### src/rtl/ckb_pkg.sv
// Constants and carrier types of the classifier key builder
// Assumes one core clock and a synchronous parser feeding it
package ckb_pkg;
   // ----------------------------------------
   // Register map
   // ----------------------------------------
   localparam logic [7:0] CKB_CFG_OFS = 8'h00;
   localparam logic [7:0] CKB_STAT_OFS = 8'h04;
   localparam logic [7:0] CKB_RNG_OFS = 8'h10;
   localparam int CKB_CFG_DSCP_POS = 0;
   localparam int CKB_CFG_DEF_POS = 1;
   localparam int CKB_CFG_LPORT_POS = 8;
   localparam int CKB_STAT_TYPE_POS = 16;
   localparam int CKB_RNG_HI_POS = 16;
   localparam logic [1:0] CKB_DEF_SEL_RST = 2'h0;
   localparam logic [5:0] CKB_LPORT_RST = 6'h00;
   localparam logic [15:0] CKB_RNG_LIM_RST = 16'h0000;
   // ----------------------------------------
   // Frame layout
   // ----------------------------------------
   localparam int CKB_ETH_HDR_BYTES = 14;
   localparam int CKB_TAG_BYTES = 4;
   localparam int CKB_IP_PAY_OFS = 20;
   localparam int CKB_IP_PAY_BYTES = 4;
   localparam int CKB_WIN_BYTES = 15;
   // ----------------------------------------
   // Action and configuration codes
   // ----------------------------------------
   localparam logic [1:0] CKB_NXT_NONE = 2'h0;
   localparam logic [1:0] CKB_NXT_VALUE = 2'h1;
   localparam logic [1:0] CKB_NXT_SERVICE = 2'h2;
   localparam logic [1:0] CKB_DEF_ZERO = 2'h0;
   localparam logic [1:0] CKB_DEF_LPORT = 2'h1;
   localparam logic [1:0] CKB_DEF_MASQ = 2'h2;
   localparam logic [2:0] CKB_RNG_SPORT = 3'h0;
   localparam logic [2:0] CKB_RNG_DPORT = 3'h1;
   localparam logic [2:0] CKB_RNG_EITHER = 3'h2;
   localparam logic [2:0] CKB_RNG_VID = 3'h3;
   localparam logic [2:0] CKB_RNG_DSCP = 3'h4;
   localparam logic [2:0] CKB_RNG_CUSTOM = 3'h5;
   localparam logic [2:0] CKB_RNG_OFF = 3'h7;

   typedef enum logic [1:0] {
      CKB_KEY_FULL = 2'h0,
      CKB_KEY_NORMAL = 2'h1,
      CKB_KEY_FIVE = 2'h2,
      CKB_KEY_CUSTOM2 = 2'h3
   } ckb_key_type_t;

   typedef struct packed {
      ckb_key_type_t key_type;
      logic first_lookup;
   } ckb_req_t;

   typedef struct packed {
      logic type_or_length_flag;
      logic ip_or_snap_flag;
      logic ipv4_frame_flag;
      logic eth_frame;
      logic [1:0] vlan_count;
      logic [5:0] frame_dscp;
      logic [5:0] classified_dscp;
      logic [5:0] remapped_dscp;
      logic [31:0] ipv4_dip;
      logic [31:0] ipv6_dip_low;
      logic [31:0] ipv4_sip;
      logic [31:0] ipv6_sip_low;
      logic [7:0] llc_ctrl;
      logic [23:0] snap_pid;
      logic [31:0] payload;
      logic [7:0] ip_proto;
      logic [7:0] next_header;
      logic [15:0] sport;
      logic [15:0] dport;
      logic [11:0] vid;
      logic [15:0] custom_range_value;
      logic [7:0] ip_hdr_offset;
      logic [7:0] frame_ptr;
   } ckb_parse_t;

   typedef struct packed {
      logic valid;
      logic [1:0] next_index_control;
      logic [11:0] next_index_value;
      logic [11:0] service_index;
   } ckb_action_t;

   typedef struct packed {
      ckb_key_type_t wide_key_type_selector;
      logic first;
      logic [5:0] logical_ingress_port;
      logic binding_index_is_service_flag;
      logic [11:0] binding_index;
      logic [5:0] dscp_key_field;
      logic [31:0] dest_address_key_field;
      logic [31:0] overloaded_source_field;
      logic [7:0] protocol_key_field;
      logic [7:0] range_match_mask;
      logic [31:0] ip_payload_word;
      logic [119:0] custom_payload_window;
   } ckb_key_t;
endpackage

### src/rtl/ckb_key_builder.sv
// Classifier key builder: one registered key word per lookup request taken while CE_I is high
// Assumes parser fields, action state and frame bytes are valid with the request
`timescale 1ns/1ns
module ckb_key_builder
   import ckb_pkg::*;
#(
   parameter int FRAME_BYTES = 64,
   parameter int NUM_RNG = 8
)
(
   // Clock, reset, enable
   input wire logic SYS_CLK_I,
   input wire logic SRST_I,
   input wire logic CE_I,
   // Register port
   input wire logic [7:0] ADDR_I,
   input wire logic [31:0] WDATA_I,
   input wire logic WR_I,
   input wire logic RD_I,
   output logic [31:0] RDATA_O,
   // Lookup request
   input wire logic LOOKUP_REQ_I,
   input wire ckb_req_t REQ_I,
   input wire ckb_parse_t PARSE_I,
   input wire ckb_action_t ACTION_I,
   input wire logic [FRAME_BYTES*8-1:0] FRAME_I,
   input wire logic [5:0] MASQ_PORT_I,
   // Key to match memory
   output logic KEY_VALID_O,
   output ckb_key_t KEY_O
);

   localparam logic [7:0] RNG_END = 8'(int'(CKB_RNG_OFS) + 8 * NUM_RNG);

   // ----------------------------------------
   // Registers
   // ----------------------------------------
   logic dscp_sel_reg;
   logic [1:0] def_sel_reg;
   logic [5:0] lport_reg;
   logic [15:0] rng_lo_reg [NUM_RNG];
   logic [15:0] rng_hi_reg [NUM_RNG];
   logic [2:0] rng_type_reg [NUM_RNG];
   logic [15:0] count_reg;
   ckb_key_type_t last_type_reg;
   logic [31:0] rdata_reg;
   logic valid_reg;
   ckb_key_t key_reg;
   ckb_key_t key_next;
   logic [31:0] rdata_next;

   // ----------------------------------------
   // Address decode
   // ----------------------------------------
   wire logic aligned = ADDR_I[1:0] == 2'h0;
   wire logic cfg_hit = ADDR_I == CKB_CFG_OFS;
   wire logic stat_hit = ADDR_I == CKB_STAT_OFS;
   wire logic rng_hit = aligned && ADDR_I >= CKB_RNG_OFS && ADDR_I < RNG_END;
   wire logic [7:0] rng_rel = ADDR_I - CKB_RNG_OFS;
   wire logic [2:0] rng_idx = rng_rel[5:3];
   wire logic rng_type_word = rng_rel[2];
   wire logic [31:0] cfg_word = {16'h0000, 2'h0, lport_reg, 5'h00, def_sel_reg, dscp_sel_reg};
   wire logic [31:0] stat_word = {14'h0000, last_type_reg, count_reg};
   wire logic [31:0] rng_word = rng_type_word ? {29'h0, rng_type_reg[rng_idx]}
                                              : {rng_hi_reg[rng_idx], rng_lo_reg[rng_idx]};

   assign rdata_next = !RD_I ? 32'h0 : cfg_hit ? cfg_word : stat_hit ? stat_word
                       : rng_hit ? rng_word : 32'h0;

   always_ff @(posedge SYS_CLK_I)
   begin
      if (SRST_I)
      begin
         dscp_sel_reg <= 1'b0;
         def_sel_reg <= CKB_DEF_SEL_RST;
         lport_reg <= CKB_LPORT_RST;
         rdata_reg <= 32'h0;
      end
      else if (CE_I)
      begin
         rdata_reg <= rdata_next;
         if (WR_I && cfg_hit)
         begin
            dscp_sel_reg <= WDATA_I[CKB_CFG_DSCP_POS];
            def_sel_reg <= WDATA_I[CKB_CFG_DEF_POS +: 2];
            lport_reg <= WDATA_I[CKB_CFG_LPORT_POS +: 6];
         end
      end
   end

   always_ff @(posedge SYS_CLK_I)
   begin
      if (SRST_I)
      begin
         for (int i = 0; i < NUM_RNG; i++)
         begin
            rng_lo_reg[i] <= CKB_RNG_LIM_RST;
            rng_hi_reg[i] <= CKB_RNG_LIM_RST;
            rng_type_reg[i] <= CKB_RNG_OFF;
         end
      end
      else if (CE_I && WR_I && rng_hit)
      begin
         if (rng_type_word)
            rng_type_reg[rng_idx] <= WDATA_I[2:0];
         else
         begin
            rng_lo_reg[rng_idx] <= WDATA_I[15:0];
            rng_hi_reg[rng_idx] <= WDATA_I[CKB_RNG_HI_POS +: 16];
         end
      end
   end

   // ----------------------------------------
   // Layer-3 fields
   // ----------------------------------------
   // DSCP source select
   wire logic [5:0] dscp_field = dscp_sel_reg ? PARSE_I.classified_dscp : PARSE_I.frame_dscp;
   wire logic [31:0] dip_field = PARSE_I.ipv4_frame_flag ? PARSE_I.ipv4_dip : PARSE_I.ipv6_dip_low;
   wire logic [31:0] src_llc = {PARSE_I.llc_ctrl, PARSE_I.payload[31:8]};
   wire logic [31:0] src_snap = {PARSE_I.snap_pid, PARSE_I.payload[31:24]};
   wire logic [31:0] src_typed = !PARSE_I.ip_or_snap_flag ? PARSE_I.payload
                                 : PARSE_I.ipv4_frame_flag ? PARSE_I.ipv4_sip : PARSE_I.ipv6_sip_low;
   wire logic [31:0] src_field = PARSE_I.type_or_length_flag ? src_typed
                                 : PARSE_I.ip_or_snap_flag ? src_snap : src_llc;
   wire logic [7:0] proto_field = PARSE_I.ipv4_frame_flag ? PARSE_I.ip_proto : PARSE_I.next_header;

   // ----------------------------------------
   // Range checkers
   // ----------------------------------------
   logic [7:0] rng_mask;

   function automatic logic in_rng(input logic [15:0] v, input logic [15:0] lo, input logic [15:0] hi);
      in_rng = v >= lo && v <= hi;
   endfunction

   for (genvar g = 0; g < 8; g++)
   begin : g_rng
      if (g < NUM_RNG)
      begin : g_on
         wire logic [2:0] t = rng_type_reg[g];
         wire logic [15:0] val = t == CKB_RNG_DPORT ? PARSE_I.dport
                                 : t == CKB_RNG_VID ? {4'h0, PARSE_I.vid}
                                 : t == CKB_RNG_DSCP ? {10'h000, PARSE_I.remapped_dscp}
                                 : t == CKB_RNG_CUSTOM ? PARSE_I.custom_range_value : PARSE_I.sport;
         wire logic either = in_rng(PARSE_I.sport, rng_lo_reg[g], rng_hi_reg[g])
                             || in_rng(PARSE_I.dport, rng_lo_reg[g], rng_hi_reg[g]);
         assign rng_mask[g] = t == CKB_RNG_EITHER ? either
                              : t <= CKB_RNG_CUSTOM && in_rng(val, rng_lo_reg[g], rng_hi_reg[g]);
      end
      else
      begin : g_off
         assign rng_mask[g] = 1'b0;
      end
   end

   // ----------------------------------------
   // Payload windows
   // ----------------------------------------
   // skip Ethernet layer
   wire logic [9:0] win_start = PARSE_I.eth_frame
      ? 10'(CKB_ETH_HDR_BYTES) + 10'(CKB_TAG_BYTES) * {8'h00, PARSE_I.vlan_count} + {2'h0, PARSE_I.frame_ptr}
      : {2'h0, PARSE_I.frame_ptr};
   wire logic [9:0] pay_start = {2'h0, PARSE_I.ip_hdr_offset} + 10'(CKB_IP_PAY_OFS);
   logic [119:0] win_field;
   logic [31:0] pay_field;

   always_comb
   begin
      win_field = '0;
      for (int k = 0; k < CKB_WIN_BYTES; k++)
      begin
         if (int'(win_start) + k < FRAME_BYTES)
            win_field[8 * (CKB_WIN_BYTES - 1 - k) +: 8] = FRAME_I[8 * (int'(win_start) + k) +: 8];
      end
   end

   always_comb
   begin
      pay_field = '0;
      for (int k = 0; k < CKB_IP_PAY_BYTES; k++)
      begin
         if (int'(pay_start) + k < FRAME_BYTES)
            pay_field[8 * (CKB_IP_PAY_BYTES - 1 - k) +: 8] = FRAME_I[8 * (int'(pay_start) + k) +: 8];
      end
   end

   // ----------------------------------------
   // Binding index
   // ----------------------------------------
   // default index
   wire logic [11:0] gidx_default = def_sel_reg == CKB_DEF_LPORT ? {6'h00, lport_reg}
                                    : def_sel_reg == CKB_DEF_MASQ ? {6'h00, MASQ_PORT_I} : 12'h000;
   wire logic use_value = ACTION_I.valid && ACTION_I.next_index_control == CKB_NXT_VALUE;
   wire logic use_service = ACTION_I.valid && ACTION_I.next_index_control == CKB_NXT_SERVICE;
   wire logic [11:0] gidx_field = use_value ? ACTION_I.next_index_value
                                  : use_service ? ACTION_I.service_index : gidx_default;
   wire logic is_full = REQ_I.key_type == CKB_KEY_FULL;

   // ----------------------------------------
   // Key assembly
   // ----------------------------------------
   always_comb
   begin
      key_next = '0;
      key_next.wide_key_type_selector = REQ_I.key_type;
      key_next.first = REQ_I.first_lookup;
      key_next.logical_ingress_port = is_full ? lport_reg : 6'h00;
      key_next.binding_index_is_service_flag = !is_full && use_service;
      key_next.binding_index = is_full ? 12'h000 : gidx_field;
      key_next.dscp_key_field = dscp_field;
      key_next.dest_address_key_field = dip_field;
      key_next.overloaded_source_field = src_field;
      key_next.protocol_key_field = proto_field;
      key_next.range_match_mask = rng_mask;
      key_next.ip_payload_word = pay_field;
      key_next.custom_payload_window = win_field;
   end

   always_ff @(posedge SYS_CLK_I)
   begin
      if (SRST_I)
      begin
         key_reg <= '0;
         valid_reg <= 1'b0;
         count_reg <= 16'h0000;
         last_type_reg <= CKB_KEY_FULL;
      end
      else if (CE_I)
      begin
         valid_reg <= LOOKUP_REQ_I;
         if (LOOKUP_REQ_I)
         begin
            key_reg <= key_next;
            count_reg <= count_reg + 16'h0001;
            last_type_reg <= REQ_I.key_type;
         end
      end
   end

   assign KEY_O = key_reg;
   assign KEY_VALID_O = valid_reg;
   assign RDATA_O = rdata_reg;

   wire logic take = LOOKUP_REQ_I && CE_I;
endmodule

### config.mk
export PLATFORM = sky130hd
export DESIGN_NAME = ckb_key_builder
export DESIGN_NICKNAME = d
export VERILOG_FILES = /design/src/rtl/ckb_pkg.sv /design/src/rtl/ckb_key_builder.sv
export SDC_FILE = /design/constraint.sdc
export NUM_CORES = 2
export LEC_CHECK = 0
export ABC_AREA = 1
export BUFFER_PORTS_ARGS = -buffer_cell sky130_fd_sc_hd__buf_4
export CORE_MARGIN = 2
export CORE_UTILIZATION = 28
export DETAILED_ROUTE_END_ITERATION = 10
export PLACE_DENSITY = 0.5
export SKIP_LAST_GASP = 1
export SYNTH_ARGS = -nofsm -noshare
export SYNTH_HDL_FRONTEND = slang
export SYNTH_SLANG_ARGS = --single-unit
### constraint.sdc
create_clock -name SYS_CLK_I -period 5.4 [get_ports SYS_CLK_I]
set_clock_uncertainty 0.1 [all_clocks]
set_input_delay 1.62 -clock SYS_CLK_I [delete_from_list [all_inputs] [get_ports SYS_CLK_I]]
set_output_delay 1.62 -clock SYS_CLK_I [all_outputs]
set_load 0.005 [all_outputs]
==> impl_metrics.ini <==
[grt]
grt_pass1_wl_um = 983000
maximum_number_of_pins_on_one_net_before_global_route_repair = 162
globalRouteOverflowTotal = 0
met3_usage_pct = 10.8
grt_antenna_before_repair = 82
groute.layer.met1.usage_pct = 50.0
gr-usage-met2_pct = 69.3
grt_overall_usage_pct = 46.0
grt_pass1_vias = 111662
globalRoute.busiestLayer = met2

[final_layout]
register_cell_area_after_layout_mm2 = 0.0148
num-fill-cells = 34993
nets = 17537
largest_register_ffs = 260
area.growth.synth_to_final_pct = 23.9
multi_input_area_mm2 = 0.0628
drive_above_1_share_pct = 13.9

[logic_synthesis]
post_synth_and_or_nand_nor_area_fraction_pct = 42.3
yosys.cell_types.count = 58
syn-num-nets = 16509
synth_most_common_cell = nand2_1
yosys_most_used_dff = dfxtp_1
synth.cell_area_mm2 = 0.0859
yosys.area_share.adder_pct = 11.4
netlist_top_cells_area = nand3_1 (21%), nand2_1 (17%), ha_1 (11%)
synth_area_per_cell_um2 = 5.80
postSynthRegisterBits = 598
synth_seq_area_share_pct = 17.2
synthXorXnorAreaFrac_pct = 0.0597
synthesized_instance_count = 14823
synth-edff-count = 280
synth.top_cells.by_count = nand2_1 (3,808), nand3_1 (3,534), a21oi_1 (1,184)
synth-warning-count = 0
biggest_area_consumer_among_synthesized_cells = nand3_1
synth-async-reset-ratio_pct = 0
synth_top_area_share_pct = 20.6
synth-compound-area-share_pct = 19.1
combinational_family_with_the_most_area_after_synthesis = simple AND/OR/NAND/NOR gates
synth.area.mux_share_pct = 0

[clock_tree]
cts_num_sinks = 598
hold_buffers = 0
cts_htree_levels = 3
post_cts_resized = 0
max-clock-path-buffers = 3
cts.reportedPaths.clkPinSlew_ns = 0.06
cts-buffers-inserted = 77
cts.repair_timing.setup_buffer_count = 0
clockRootBuffer = clkbuf_16
clock_latency_ns = 0.74
clock_tree_from_tritoncts = yes

[die]
design.die.area_mm2 = 0.311
core_area_mm2 = 0.306
ioPinCount = 1195
initial_core_utilization_pct = 28.1
die_outline_width_um = 558
rows = 203
fp.dieH_um = 558

[hold_path]
hold_path.startpoint = KEY_O[140]
hold_path.class = flip-flop to flip-flop
holdPathEnd = KEY_O[140]
hold-path-cell-count = 2

[status]
status = finished with violations
violations = capacitance limit, slew limit

[critical_path]
critPathKind = flip-flop to flip-flop
worst_reg_to_reg_setup_slack_ns = 0.11
critical_path_buf_inv_count = 4
max_stage_delay_ns = 1.05
reg_to_reg_start = rng_type_reg[6][0]
critical-path-top-delay-family = simple AND/OR/NAND/NOR gates
rr_worst_depth = 19
arrival_ns = 5.87
rr_endpoint = KEY_O[158]
worst_setup_path_end_kind = flip-flop
cp_cell_sequence = inv_1 > nor2_1 > inv_1 > nor2_1 > inv_1 > o221ai_1 > ha_1 > inv_1 > a21oi_1 > o21ai_0 > nand2_1 > o211ai_1 > nand2_1 > o2111ai_1 > nand2_1 > o211ai_1 > nand2_1 > a21oi_1 > nor2_1
cp.required_ns = 5.98
startpoint_type = flip-flop
critical-path-slowest-cell = o221ai_1
worstPathMaxFanout = 12

[sta]
report.final.slew_viol_count = 2
fin_crit_sh_pct = 98.0
layout_min_cycle_time_ns = 5.29
setup-tns-final_ns = 0
setup_ws_ns = 0.106
max_freq_mhz = 189
tightest_slew_ns = 1.51
report.final.setup_viol = 0
rsz_0062_raised_after_global_routing = false
maxSlewHeadroom_pct = -1.12
hold_violations_final = 0

[route]
route.detailed.vias_per_inst = 6.10
drc = 0
final_antenna_net_count = 0
drt_wl_total_um = 745000
route.vias.total = 122510
drtIter0Drc = 17351
wl_per_cell_um = 37.1
first_pass_iters = 7

[placed_design]
routabilityCongestion = 1.11
detailedPlace.worstSlack_ns = -0.287
buffer_ports.inserted = 1194
dp_hpwl_um = 593000

[power_and_ir_drop]
power.density_cell_area_mw_per_mm2 = 238
leakagePower_nw = 50.2
max_vdd_drop_mv = 0.217

[flow_run]
drv.max_cap_violation_count = 1
==> area by class of cell <==
class	count	share of cell area, %
repair buffers	2029	15.8
flip-flops and latches	598	13.9
clock inverters	39	0.500
multi-input cells	12064	59.0
inverters	1081	3.86
well taps	4100	4.82
diodes	57	0.134
clock buffers	101	1.99
==> layout by cell type, fill, tap and decap left out, types with 11 or more instances in the layout <==
cell / netlist / routed
buf_4: 55 / 1900
clkbuf_16: 0 / 78
inv_1: 1048 / 1037
o311ai_0: 11 / 11
diode_2: 0 / 57
o211ai_1: 140 / 140
nand3_1: 3534 / 3534
a22oi_1: 37 / 37
dfxtp_1: 318 / 318
nor3_1: 100 / 98
edfxtp_1: 280 / 280
nand2_1: 3808 / 3805
clkbuf_1: 714 / 14
o21ai_1: 39 / 39
nand4_1: 102 / 102
o22ai_1: 101 / 101
a31oi_1: 72 / 72
ha_1: 783 / 783
o221ai_1: 77 / 77
clkinv_1: 21 / 26
buf_12: 0 / 125
o21ai_0: 957 / 955
o2111ai_1: 65 / 65
a21oi_1: 1184 / 1184
nor2_1: 793 / 785
o21a_1: 35 / 35
a221oi_1: 84 / 84
a211oi_1: 45 / 45
o31ai_1: 21 / 21
==> where the power goes <==
group          switching, mW  internal (mW)
sequential             0.173           4.92
clock                   2.55           3.16
combinational           10.4           4.09
total                   13.1           12.2
==> metal layers <==
| layer | part of all wire (%) | wire length [um] |
|---|---|---|
| met5 | 0.043 | 320 |
| met1 | 34 | 255000 |
| met3 | 9.5 | 70600 |
| met2 | 42 | 316000 |
| met4 | 14 | 103000 |
==> cells by family after synthesis <==
kind of cell	Yosys count
xor gates and xnor gates	5
AOI/OAI and AO/OA	2900
and+or+nand+nor	8375
DFF	598
buffers and inverters	2161
adders and majority gates	784
==> worst min-delay path: stages, from the launching register on <==
cell     delay (ns)
dfxtp_1        0.30
nand2_1        0.06
a21oi_1        0.06
==> stage by stage <==
step           instances  power, mW  cell area, um2  utilization [%]  hold slack, ns
3_5_place_dp       19872       18.8          104000             33.9           0.356
2_1_floorplan      14823       11.5           85900                -           0.339
5_1_grt            20029       25.9          106000             34.8           0.380
3_3_place_gp       19872       18.8          104000             33.9           0.350
4_1_cts            20012       24.5          106000             34.8           0.366
6_report           20069       25.3          106000             34.8           0.364
==> worst max-delay path by stage <==
stage / cells past startpoint / to / start
2_1_floorplan: 14 / rng_hi_reg[0][0] / ADDR_I[4]
4_1_cts: 22 / KEY_O[73] / PARSE_I[3]
5_1_grt: 19 / KEY_O[158] / rng_type_reg[6][0]
6_report: 19 / KEY_O[158] / rng_type_reg[6][0]
3_5_place_dp: 22 / KEY_O[73] / PARSE_I[3]
3_3_place_gp: 22 / KEY_O[73] / PARSE_I[3]
Power figures use the tool's default switching activity.
